### src/rtl/acsr_pkg.sv
// constants, field layout and timing of the front-end control and status registers
package acsr_pkg;
  localparam logic [7:0] ADDR_CFG_STATUS = 8'h00;
  localparam logic [7:0] ADDR_FAULT = 8'h01;
  localparam logic [7:0] ADDR_OUT_SEL = 8'h03;
  localparam logic [7:0] ADDR_SLEEP = 8'h04;
  localparam logic [7:0] ADDR_FEATURE = 8'h07;
  localparam int BIT_SINGLE = 5;
  localparam int BIT_WAKE_STAT = 4;
  localparam int BIT_EXT_OT = 5;
  localparam int BIT_INT_OT = 4;
  localparam int BIT_SLEEP = 7;
  localparam int BIT_SCAN_OFF = 7;
  localparam int BIT_REG_DIS = 6;
  localparam int BIT_FORCE_ON = 5;
  localparam int BIT_POR = 2;
  localparam int BIT_WAKE_DIS = 1;
  localparam int BIT_WAKE_POL = 0;
  localparam logic [7:0] OUT_SEL_WMASK = 8'hCF;
  localparam logic [7:0] FEATURE_WMASK = 8'hE3;
  localparam logic [7:0] REG_RST = 8'h00;
  localparam logic [3:0] SEL_OFF = 4'h0;
  localparam logic [3:0] SEL_EXT_TEMP = 4'h8;
  localparam logic [3:0] SEL_INT_TEMP = 4'h9;
  // arbitrary neutral bus address
  localparam logic [6:0] DEV_ADDR = 7'h2A;
  localparam int NUM_PINS = 5;
  localparam int IDX_SCL = 0;
  localparam int IDX_SDA = 1;
  localparam int IDX_WAKE = 2;
  localparam int IDX_EXT = 3;
  localparam int IDX_INT = 4;
  localparam logic [4:0] PIN_RST = 5'h03;
  localparam logic [3:0] BITS_PER_BYTE = 4'h8;
  localparam int CLK_MHZ = 250;
  localparam int SCAN_PERIOD_MS = 640;
  localparam int SCAN_ON_MS = 5;
  localparam int SETTLE_MS = 1;
  localparam int SCAN_PERIOD_CYC = SCAN_PERIOD_MS * 1000 * CLK_MHZ;
  localparam int SCAN_ON_CYC = SCAN_ON_MS * 1000 * CLK_MHZ;
  localparam int SETTLE_CYC = SETTLE_MS * 1000 * CLK_MHZ;
  localparam int CNT_W = 32;
  typedef enum logic [2:0] {
    ST_IDLE, ST_ADDR, ST_AACK, ST_WRITE, ST_WACK, ST_READ, ST_RACK
  } acsr_state_t;
endpackage

### src/rtl/acsr_scan_if.sv
// carrier between register logic and divider supply timer
`timescale 1ns/1ps
`default_nettype none
interface acsr_scan_if;
  logic clear;
  logic auto_off;
  logic force_on;
  logic ext_sel;
  logic supply_on;
  logic compare_ok;
  modport ctrl(output clear, auto_off, force_on, ext_sel, input supply_on, compare_ok);
  modport timer(input clear, auto_off, force_on, ext_sel, output supply_on, compare_ok);
endinterface
`default_nettype wire

### src/rtl/acsr_scan_timer.sv
// divider supply scan timer and thermistor settle delay
`timescale 1ns/1ps
`default_nettype none
module acsr_scan_timer #(
  parameter int PERIOD_CYC = acsr_pkg::SCAN_PERIOD_CYC,
  parameter int ON_CYC = acsr_pkg::SCAN_ON_CYC,
  parameter int SETTLE_CYC = acsr_pkg::SETTLE_CYC,
  parameter int CW = acsr_pkg::CNT_W
) (
  input wire logic clk_in,
  input wire logic rst_n_in,
  acsr_scan_if.timer scan_if
);
  logic [CW-1:0] period_cnt_r;
  logic [CW-1:0] settle_cnt_r;
  logic supply_r;
  logic window;

  assign window = !scan_if.auto_off && (period_cnt_r < CW'(ON_CYC));

  always_ff @(posedge clk_in or negedge rst_n_in) begin
    if (!rst_n_in) begin
      period_cnt_r <= '0;
    end else if (scan_if.clear || period_cnt_r == CW'(PERIOD_CYC - 1)) begin
      period_cnt_r <= '0;
    end else begin
      period_cnt_r <= period_cnt_r + 1'b1;
    end
  end

  always_ff @(posedge clk_in or negedge rst_n_in) begin
    if (!rst_n_in) begin
      supply_r <= 1'b0;
    end else begin
      supply_r <= !scan_if.clear && (window || scan_if.force_on || scan_if.ext_sel);
    end
  end

  // settle count restarts whenever the supply drops
  always_ff @(posedge clk_in or negedge rst_n_in) begin
    if (!rst_n_in) begin
      settle_cnt_r <= '0;
    end else if (!supply_r) begin
      settle_cnt_r <= '0;
    end else if (settle_cnt_r != CW'(SETTLE_CYC)) begin
      settle_cnt_r <= settle_cnt_r + 1'b1;
    end
  end

  assign scan_if.supply_on = supply_r;
  assign scan_if.compare_ok = supply_r && (settle_cnt_r == CW'(SETTLE_CYC));
endmodule
`default_nettype wire

### src/rtl/acsr_top.sv
// control and status register bank reached over the two-wire serial bus
`timescale 1ns/1ps
`default_nettype none
module acsr_top #(
  parameter int SCAN_PERIOD_CYC = acsr_pkg::SCAN_PERIOD_CYC,
  parameter int SCAN_ON_CYC = acsr_pkg::SCAN_ON_CYC,
  parameter int SETTLE_CYC = acsr_pkg::SETTLE_CYC,
  parameter logic [6:0] DEV_ADDR = acsr_pkg::DEV_ADDR
) (
  input wire logic clk_in,
  input wire logic rst_n_in,
  input wire logic scl_in,
  input wire logic sda_in,
  output logic sda_out,
  output logic sda_oe_out,
  input wire logic wake_pin_in,
  input wire logic ext_hot_in,
  input wire logic int_hot_in,
  input wire logic feature_write_enable_in,
  output logic sleep_out,
  output logic regulator_output_en_out,
  output logic regulator_drive_en_out,
  output logic temp_divider_supply_out,
  output logic [3:0] analog_out_select_out,
  output logic mux_low_power_out,
  output logic [1:0] user_flags_out,
  output logic ext_overtemp_flag_out,
  output logic int_overtemp_flag_out
);
  ////////////////////////////////////////////////////////////////
  logic [acsr_pkg::NUM_PINS-1:0] raw;
  logic [acsr_pkg::NUM_PINS-1:0] sync1_r;
  logic [acsr_pkg::NUM_PINS-1:0] sync2_r;
  logic [acsr_pkg::NUM_PINS-1:0] sync3_r;
  logic [acsr_pkg::NUM_PINS-1:0] filt_r;
  logic [acsr_pkg::NUM_PINS-1:0] prev_r;

  assign raw = {int_hot_in, ext_hot_in, wake_pin_in, sda_in, scl_in};

  always_ff @(posedge clk_in or negedge rst_n_in) begin
    if (!rst_n_in) begin
      sync1_r <= acsr_pkg::PIN_RST;
      sync2_r <= acsr_pkg::PIN_RST;
      sync3_r <= acsr_pkg::PIN_RST;
      prev_r <= acsr_pkg::PIN_RST;
    end else begin
      sync1_r <= raw;
      sync2_r <= sync1_r;
      sync3_r <= sync2_r;
      prev_r <= filt_r;
    end
  end

  // a pin change counts once the second and third stages agree
  for (genvar i = 0; i < acsr_pkg::NUM_PINS; i++) begin : g_filt
    always_ff @(posedge clk_in or negedge rst_n_in) begin
      if (!rst_n_in) begin
        filt_r[i] <= acsr_pkg::PIN_RST[i];
      end else if (sync2_r[i] == sync3_r[i]) begin
        filt_r[i] <= sync3_r[i];
      end
    end
  end

  logic scl;
  logic sda;
  logic scl_rise;
  logic scl_fall;
  logic start_det;
  logic stop_det;

  assign scl = filt_r[acsr_pkg::IDX_SCL];
  assign sda = filt_r[acsr_pkg::IDX_SDA];
  assign scl_rise = scl && !prev_r[acsr_pkg::IDX_SCL];
  assign scl_fall = !scl && prev_r[acsr_pkg::IDX_SCL];
  assign start_det = scl && prev_r[acsr_pkg::IDX_SCL] && prev_r[acsr_pkg::IDX_SDA] && !sda;
  assign stop_det = scl && prev_r[acsr_pkg::IDX_SCL] && !prev_r[acsr_pkg::IDX_SDA] && sda;

  ////////////////////////////////////////////////////////////////
  acsr_pkg::acsr_state_t state_r;
  logic [7:0] shift_r;
  logic [3:0] bit_cnt_r;
  logic [7:0] ptr_r;
  logic rw_r;
  logic ptr_phase_r;
  logic nack_r;
  logic sda_oe_r;
  logic wr_stb_r;
  logic [7:0] wr_addr_r;
  logic [7:0] wr_data_r;
  logic rd_stb_r;
  logic [7:0] rd_addr_r;
  logic [7:0] rd_value;

  // slave side of the two-wire bus: pointer byte first, then data with auto increment
  always_ff @(posedge clk_in or negedge rst_n_in) begin
    if (!rst_n_in) begin
      state_r <= acsr_pkg::ST_IDLE;
      shift_r <= acsr_pkg::REG_RST;
      bit_cnt_r <= 4'h0;
      ptr_r <= acsr_pkg::REG_RST;
      rw_r <= 1'b0;
      ptr_phase_r <= 1'b0;
      nack_r <= 1'b0;
      sda_oe_r <= 1'b0;
      wr_stb_r <= 1'b0;
      wr_addr_r <= acsr_pkg::REG_RST;
      wr_data_r <= acsr_pkg::REG_RST;
      rd_stb_r <= 1'b0;
      rd_addr_r <= acsr_pkg::REG_RST;
    end else begin
      wr_stb_r <= 1'b0;
      rd_stb_r <= 1'b0;
      if (start_det) begin
        state_r <= acsr_pkg::ST_ADDR;
        bit_cnt_r <= 4'h0;
        sda_oe_r <= 1'b0;
      end else if (stop_det) begin
        state_r <= acsr_pkg::ST_IDLE;
        sda_oe_r <= 1'b0;
      end else begin
        unique case (state_r)
          acsr_pkg::ST_IDLE: begin
            sda_oe_r <= 1'b0;
          end
          acsr_pkg::ST_ADDR: begin
            if (scl_rise) begin
              shift_r <= {shift_r[6:0], sda};
              bit_cnt_r <= bit_cnt_r + 4'h1;
            end else if (scl_fall && bit_cnt_r == acsr_pkg::BITS_PER_BYTE) begin
              if (shift_r[7:1] == DEV_ADDR) begin
                sda_oe_r <= 1'b1;
                rw_r <= shift_r[0];
                state_r <= acsr_pkg::ST_AACK;
              end else begin
                state_r <= acsr_pkg::ST_IDLE;
              end
            end
          end
          acsr_pkg::ST_AACK: begin
            if (scl_fall) begin
              if (rw_r) begin
                sda_oe_r <= !rd_value[7];
                shift_r <= {rd_value[6:0], 1'b0};
                bit_cnt_r <= 4'h1;
                rd_stb_r <= 1'b1;
                rd_addr_r <= ptr_r;
                ptr_r <= ptr_r + 8'h01;
                state_r <= acsr_pkg::ST_READ;
              end else begin
                sda_oe_r <= 1'b0;
                bit_cnt_r <= 4'h0;
                ptr_phase_r <= 1'b1;
                state_r <= acsr_pkg::ST_WRITE;
              end
            end
          end
          acsr_pkg::ST_WRITE: begin
            if (scl_rise) begin
              shift_r <= {shift_r[6:0], sda};
              bit_cnt_r <= bit_cnt_r + 4'h1;
            end else if (scl_fall && bit_cnt_r == acsr_pkg::BITS_PER_BYTE) begin
              sda_oe_r <= 1'b1;
              state_r <= acsr_pkg::ST_WACK;
              if (ptr_phase_r) begin
                ptr_r <= shift_r;
                ptr_phase_r <= 1'b0;
              end else begin
                wr_stb_r <= 1'b1;
                wr_addr_r <= ptr_r;
                wr_data_r <= shift_r;
                ptr_r <= ptr_r + 8'h01;
              end
            end
          end
          acsr_pkg::ST_WACK: begin
            if (scl_fall) begin
              sda_oe_r <= 1'b0;
              bit_cnt_r <= 4'h0;
              state_r <= acsr_pkg::ST_WRITE;
            end
          end
          acsr_pkg::ST_READ: begin
            if (scl_fall) begin
              if (bit_cnt_r == acsr_pkg::BITS_PER_BYTE) begin
                sda_oe_r <= 1'b0;
                state_r <= acsr_pkg::ST_RACK;
              end else begin
                sda_oe_r <= !shift_r[7];
                shift_r <= {shift_r[6:0], 1'b0};
                bit_cnt_r <= bit_cnt_r + 4'h1;
              end
            end
          end
          acsr_pkg::ST_RACK: begin
            if (scl_rise) begin
              nack_r <= sda;
            end else if (scl_fall) begin
              if (nack_r) begin
                state_r <= acsr_pkg::ST_IDLE;
              end else begin
                sda_oe_r <= !rd_value[7];
                shift_r <= {rd_value[6:0], 1'b0};
                bit_cnt_r <= 4'h1;
                rd_stb_r <= 1'b1;
                rd_addr_r <= ptr_r;
                ptr_r <= ptr_r + 8'h01;
                state_r <= acsr_pkg::ST_READ;
              end
            end
          end
        endcase
      end
    end
  end

  assign sda_out = 1'b0;
  assign sda_oe_out = sda_oe_r;

  ////////////////////////////////////////////////////////////////
  logic por_r;
  logic [7:0] out_sel_r;
  logic [7:0] feature_r;
  logic sleep_r;
  logic ext_cond_r;
  logic ext_flag_r;
  logic int_flag_r;
  logic wake_status;
  logic wake_edge;
  logic wr_out_sel;
  logic wr_sleep;
  logic wr_feature;
  logic fault_read;

  assign wr_out_sel = wr_stb_r && wr_addr_r == acsr_pkg::ADDR_OUT_SEL;
  assign wr_sleep = wr_stb_r && wr_addr_r == acsr_pkg::ADDR_SLEEP;
  assign wr_feature = wr_stb_r && wr_addr_r == acsr_pkg::ADDR_FEATURE && feature_write_enable_in;
  assign fault_read = rd_stb_r && rd_addr_r == acsr_pkg::ADDR_FAULT;

  // forced power-on clear, one cycle after the write
  always_ff @(posedge clk_in or negedge rst_n_in) begin
    if (!rst_n_in) begin
      por_r <= 1'b0;
    end else begin
      por_r <= wr_feature && wr_data_r[acsr_pkg::BIT_POR];
    end
  end

  // nothing here is cleared by sleep
  always_ff @(posedge clk_in or negedge rst_n_in) begin
    if (!rst_n_in) begin
      out_sel_r <= acsr_pkg::REG_RST;
    end else if (por_r) begin
      out_sel_r <= acsr_pkg::REG_RST;
    end else if (wr_out_sel) begin
      out_sel_r <= wr_data_r & acsr_pkg::OUT_SEL_WMASK;
    end
  end

  always_ff @(posedge clk_in or negedge rst_n_in) begin
    if (!rst_n_in) begin
      feature_r <= acsr_pkg::REG_RST;
    end else if (por_r) begin
      feature_r <= acsr_pkg::REG_RST;
    end else if (wr_feature) begin
      feature_r <= wr_data_r & acsr_pkg::FEATURE_WMASK;
    end
  end

  assign wake_status = feature_r[acsr_pkg::BIT_WAKE_POL] ? filt_r[acsr_pkg::IDX_WAKE] : !filt_r[acsr_pkg::IDX_WAKE];
  assign wake_edge = !feature_r[acsr_pkg::BIT_WAKE_DIS]
    && (feature_r[acsr_pkg::BIT_WAKE_POL]
      ? (filt_r[acsr_pkg::IDX_WAKE] && !prev_r[acsr_pkg::IDX_WAKE])
      : (!filt_r[acsr_pkg::IDX_WAKE] && prev_r[acsr_pkg::IDX_WAKE]));

  // a host write in the same cycle as a wake edge wins
  always_ff @(posedge clk_in or negedge rst_n_in) begin
    if (!rst_n_in) begin
      sleep_r <= 1'b0;
    end else if (por_r) begin
      sleep_r <= 1'b0;
    end else if (wr_sleep) begin
      sleep_r <= wr_data_r[acsr_pkg::BIT_SLEEP];
    end else if (sleep_r && wake_edge) begin
      sleep_r <= 1'b0;
    end
  end

  ////////////////////////////////////////////////////////////////
  acsr_scan_if scan_if ();

  assign scan_if.clear = por_r;
  assign scan_if.auto_off = feature_r[acsr_pkg::BIT_SCAN_OFF];
  assign scan_if.force_on = feature_r[acsr_pkg::BIT_FORCE_ON];
  assign scan_if.ext_sel = out_sel_r[3:0] == acsr_pkg::SEL_EXT_TEMP;

  acsr_scan_timer #(
    .PERIOD_CYC(SCAN_PERIOD_CYC),
    .ON_CYC(SCAN_ON_CYC),
    .SETTLE_CYC(SETTLE_CYC),
    .CW(acsr_pkg::CNT_W)
  ) u_scan (
    .clk_in(clk_in),
    .rst_n_in(rst_n_in),
    .scan_if(scan_if)
  );

  // thermistor result is only trusted after the settle delay
  always_ff @(posedge clk_in or negedge rst_n_in) begin
    if (!rst_n_in) begin
      ext_cond_r <= 1'b0;
    end else if (por_r) begin
      ext_cond_r <= 1'b0;
    end else if (scan_if.compare_ok) begin
      ext_cond_r <= filt_r[acsr_pkg::IDX_EXT];
    end
  end

  // set wins over the clear-on-read
  always_ff @(posedge clk_in or negedge rst_n_in) begin
    if (!rst_n_in) begin
      ext_flag_r <= 1'b0;
      int_flag_r <= 1'b0;
    end else if (por_r) begin
      ext_flag_r <= 1'b0;
      int_flag_r <= 1'b0;
    end else begin
      ext_flag_r <= ext_cond_r || (ext_flag_r && !fault_read);
      int_flag_r <= filt_r[acsr_pkg::IDX_INT] || (int_flag_r && !fault_read);
    end
  end

  ////////////////////////////////////////////////////////////////
  always_comb begin
    rd_value = acsr_pkg::REG_RST;
    unique case (ptr_r)
      acsr_pkg::ADDR_CFG_STATUS: begin
        rd_value[acsr_pkg::BIT_SINGLE] = 1'b1;
        rd_value[acsr_pkg::BIT_WAKE_STAT] = wake_status;
      end
      acsr_pkg::ADDR_FAULT: begin
        rd_value[acsr_pkg::BIT_EXT_OT] = ext_flag_r;
        rd_value[acsr_pkg::BIT_INT_OT] = int_flag_r;
      end
      acsr_pkg::ADDR_OUT_SEL: begin
        rd_value = out_sel_r;
      end
      acsr_pkg::ADDR_SLEEP: begin
        rd_value[acsr_pkg::BIT_SLEEP] = sleep_r;
      end
      acsr_pkg::ADDR_FEATURE: begin
        rd_value = feature_r;
      end
      default: begin
        rd_value = acsr_pkg::REG_RST;
      end
    endcase
  end

  ////////////////////////////////////////////////////////////////
  assign sleep_out = sleep_r;
  assign regulator_output_en_out = !sleep_r && !feature_r[acsr_pkg::BIT_REG_DIS];
  assign regulator_drive_en_out = !feature_r[acsr_pkg::BIT_REG_DIS];
  assign temp_divider_supply_out = scan_if.supply_on;
  assign analog_out_select_out = out_sel_r[3:0];
  assign mux_low_power_out = out_sel_r[3:0] == acsr_pkg::SEL_OFF || out_sel_r[3:0] > acsr_pkg::SEL_INT_TEMP;
  assign user_flags_out = out_sel_r[7:6];
  assign ext_overtemp_flag_out = ext_flag_r;
  assign int_overtemp_flag_out = int_flag_r;
endmodule
`default_nettype wire

### config.mk
export PLATFORM = sky130hd
export DESIGN_NAME = acsr_top
export DESIGN_NICKNAME = d
export VERILOG_FILES = /design/src/rtl/acsr_pkg.sv /design/src/rtl/acsr_scan_if.sv /design/src/rtl/acsr_scan_timer.sv /design/src/rtl/acsr_top.sv
export SDC_FILE = /design/constraint.sdc
export NUM_CORES = 1
export LEC_CHECK = 0
export BUFFER_PORTS_ARGS = -buffer_cell sky130_fd_sc_hd__buf_4
export CORE_AREA = 2 2 128 130
export CTS_CLUSTER_SIZE = 10
export DETAILED_ROUTE_END_ITERATION = 16
export DIE_AREA = 0 0 130 132
export PLACE_DENSITY = 0.67
export SLEW_MARGIN = 30
export SYNTH_ARGS = -nofsm -noshare
export SYNTH_HDL_FRONTEND = slang
export SYNTH_SLANG_ARGS = --single-unit
### constraint.sdc
create_clock -name clk_in -period 3 [get_ports clk_in]
set_input_delay 0 -clock clk_in [delete_from_list [all_inputs] [get_ports clk_in]]
set_output_delay 0 -clock clk_in [all_outputs]
set_load 0.02 [all_outputs]
==> flow_summary.json <==
{
  "avgViaCountPerCell": 5.76,
  "critPathCaptureType": "flip-flop",
  "synth_edf_count": 0,
  "synth.distinct_cells": 65,
  "crit_slowest_cell": "sky130_fd_sc_hd__nor4_4",
  "netlist_top_cells_area": "sky130_fd_sc_hd__dfrtp_1, sky130_fd_sc_hd__xor2_1, sky130_fd_sc_hd__dfstp_2",
  "grt.overflow.total": 0,
  "number_of_drc_violations_after_detailed_routing": 0,
  "grt_usage_pct": 20.2,
  "post-synth-top-count-cell": "sky130_fd_sc_hd__dfrtp_1",
  "grt_max_degree": 75,
  "cts.sinks": 156,
  "netSwitchingFraction_pct": 25.8,
  "post-route-min-period_ns": 2.41,
  "clk_path_buf_depth": 2,
  "final_min_period_over_clock_period_pct": 80.5,
  "drv_slew": 0,
  "post_cts_sizing_count": 0,
  "row_count": 46,
  "postSynthAreaPerCell_um2": 10.3,
  "ctsHoldBuffers": 6,
  "yosysWarningCount": 0,
  "synthDominantAreaCellType": "sky130_fd_sc_hd__dfrtp_1",
  "initialDrtViolationCount": 460,
  "flop_pwr_share_pct": 47.9,
  "die_area_um2": 17200,
  "critical_path.cell_chain": "nor2b_1 > a211oi_1 > nor4_4 > nand3_1 > o211ai_1",
  "routed_wl_um": 16500,
  "timing.reg2reg.worst_path_depth": 5,
  "muxShareOfSynthArea_pct": 6.90,
  "timing.setup.critical_path_class": "reg -> reg",
  "clock_power_share_pct": 47.5,
  "worst_path_largest_cell_delay_ns": 0.75,
  "finalSetupViolations": 0,
  "clk_root_buffer_cell": "sky130_fd_sc_hd__clkbuf_16",
  "starting_density_of_the_core_pct": 49.7,
  "final_antenna_net_count": 0,
  "grt_pass1_wl_um": 27800,
  "setup.worst_path.start_class": "flip-flop",
  "final_util_pct": 56.2,
  "finalHoldViolCount": 0,
  "hold_path_class": "in -> reg",
  "first_pass_drt_iterations": 5,
  "max_slew_margin_pct": 42.2,
  "syn-cell-area_um2": 7810,
  "power_switching_mw": 1.20,
  "num_io_pins": 23,
  "parity_gate_share_of_the_synthesized_area_counting_xor_and_xnor_cells_pct": 6.17,
  "power_frac_comb_pct": 4.6,
  "dr_total_vias": 5811,
  "vdd_ir_drop_max_mv": 0.425,
  "antenna_found_initial": 0,
  "area_growth_pct": 13.0,
  "tritoncts.num_buffers": 17,
  "synth_top_cells_by_count": "sky130_fd_sc_hd__dfrtp_1, sky130_fd_sc_hd__nor2_1, sky130_fd_sc_hd__nand2_1",
  "hpwl_um": 11100,
  "rsz0062_at_grt": "no",
  "syn-instance-count": 759,
  "post-cts-setup-buffers": 0,
  "holdPathStages": 4,
  "antenna_cells_inserted": 0,
  "placement.io_buffers": 21,
  "finalNetCount": 796,
  "worst_path_required_time_ns": 3.34,
  "cell_leakage_power_nw": 3.86,
  "ratio_of_total_power_to_cell_area_nw_per_um2": 527,
  "synth-compound-area-share_pct": 7.91,
  "max_freq_mhz": 414,
  "synth_flop_cell": "sky130_fd_sc_hd__dfrtp_1",
  "gp_congestion": 0.891,
  "fraction_of_final_layout_cells_with_drive_strength_greater_than_1_pct": 15.0,
  "worst-path-max-fanout": 17,
  "insertion_delay_ns": 0.43,
  "mappedNetlistNets": 775,
  "wl_per_cell_um": 16.4,
  "tritoncts_clock_tree": "done",
  "synth_top_cell_area_share_pct": 46.8,
  "post_synth_fa_ha_maj_area_fraction_pct": 1.92,
  "die_w_um": 130,
  "setup-tns-final_ns": 0,
  "synth_top_family_by_area": "simple AND/OR/NAND/NOR gates",
  "postSynth.asyncResetShare_pct": 100,
  "finClkSkew_ns": 0.00782,
  "cap_violations": 0,
  "cts.reportedPaths.clkPinSlew_ns": 0.07,
  "first_global_vias": 5570,
  "post_synth_and_or_nand_nor_area_fraction_pct": 23.9,
  "status": "complete, no violations",
  "synth_seq_cells": 156,
  "transition_at_the_pin_with_the_smallest_max_transition_slack_ns": 0.861,
  "die_h_um": 132,
  "critical_path_arrival_ns": 2.75,
  "ys_seq_area_share_pct": 50.1,
  "p_int_mw": 3.45,
  "htree_levels": 4,
  "core_area_um2": 15700
}
[per-stage QoR]
stage | hold slack [ns] | instance area [µm²] | cells | power (mW) | setup slack [ns]
2_1_floorplan | -0.296 | 7810 | 759 | 2.36 | 1.03
3_3_place_gp | 0.0736 | 8150 | 971 | 2.47 | 0.753
3_5_place_dp | 0.0729 | 8150 | 971 | 2.47 | 0.699
4_1_cts | 0.0863 | 8830 | 1009 | 4.70 | 0.641
5_1_grt | 0.134 | 8830 | 1009 | 4.83 | 0.381
6_report | 0.0976 | 8830 | 1009 | 4.65 | 0.586
[power by group through the flow]
stage	Sequential (mW)	Clock [mW]	Combinational, mW
3_5_place_dp	2.26	0	0.211
6_report	2.23	2.21	0.215
3_3_place_gp	2.26	0	0.206
4_1_cts	2.22	2.25	0.219
2_1_floorplan	2.23	0	0.132
5_1_grt	2.23	2.35	0.241
[registers in the layout, indices dropped and copies added, names as in the netlist, 3 cells and up]
signal / flops
sync3_r: 5
shift_r: 8
out_sel_r: 6
sync1_r: 5
u_scan.period_cnt_r: 32
wr_data_r: 7
ptr_r: 8
rd_addr_r: 8
bit_cnt_r: 4
state_r: 3
u_scan.settle_cnt_r: 32
filt_r: 3
sync2_r: 5
wr_addr_r: 8
prev_r: 3
feature_r: 5
[layer usage]
layer | wire, µm | part of all wire [%] | up-vias | track usage [%]
li1 | - | - | 2736 | -
met1 | 7730 | 47 | 2889 | 28.3
met2 | 7890 | 48 | 161 | 31.7
met3 | 705 | 4.3 | 25 | 4.34
met4 | 199 | 1.2 | 0 | 5.97
met5 | 0 | 0 | - | 0
[final timing paths]
| check | start | to | slack (ns) |
|---|---|---|---|
| hold / removal | feature_write_enable_in | por_r$_DFF_PN0_ | 0.1 |
| setup / recovery | prev_r[0]$_DFF_PN1_ | ptr_r[0]$_DFFE_PN0P_ | 0.59 |
| hold reg to reg | sync1_r[3]$_DFF_PN0_ | sync2_r[3]$_DFF_PN0_ | 0.36 |
| min in group asynchronous | rst_n_in | u_scan.settle_cnt_r[14]$_DFFE_PN0N_ | 0.17 |
| setup reg to reg | prev_r[0]$_DFF_PN1_ | ptr_r[0]$_DFFE_PN0P_ | 0.59 |
| max in group asynchronous | rst_n_in | rd_addr_r[2]$_DFFE_PN0P_ | 1.91 |
[cells by family after synthesis]
group                    after synthesis
flip-flops                           156
other                                  1
AND/OR/NAND/NOR                      335
adder cells (fa/ha/maj)               13
XOR/XNOR                              55
multiplexers                          50
buffers and inverters                 53
AO/OA/AOI/OAI                         96
[cell usage in the layout, fill, tap and decap left out, drive strengths merged, types with 8 or more instances in the layout]
cell	count
xor2	39
mux2i	19
or4	9
nand2b	10
ha	8
nand3	38
nand2	60
buf	29
clkbuf	17
xnor2	16
nand4	28
dfstp	10
nor4	18
nor2	70
o21ai	23
nor3	23
nor2b	12
mux2	31
dfrtp	146
inv	28
a21oi	27
and2	26
[area by class of cell]
type	instances	area (µm²)
timing repair buffer	35	282
sequential	156	3920
clock inverter	15	198
inverter	20	75.1
tap	216	270
fill	1349	6880
multi-input combinational	550	3660
clock buffer	17	425
[critical path: cells and delay by family (launching register included)]
family	cells	cell delay, ns
compound gates	2	0.37
flops	1	0.57
simple gates	3	1.39
Power figures use the tool's default switching activity.
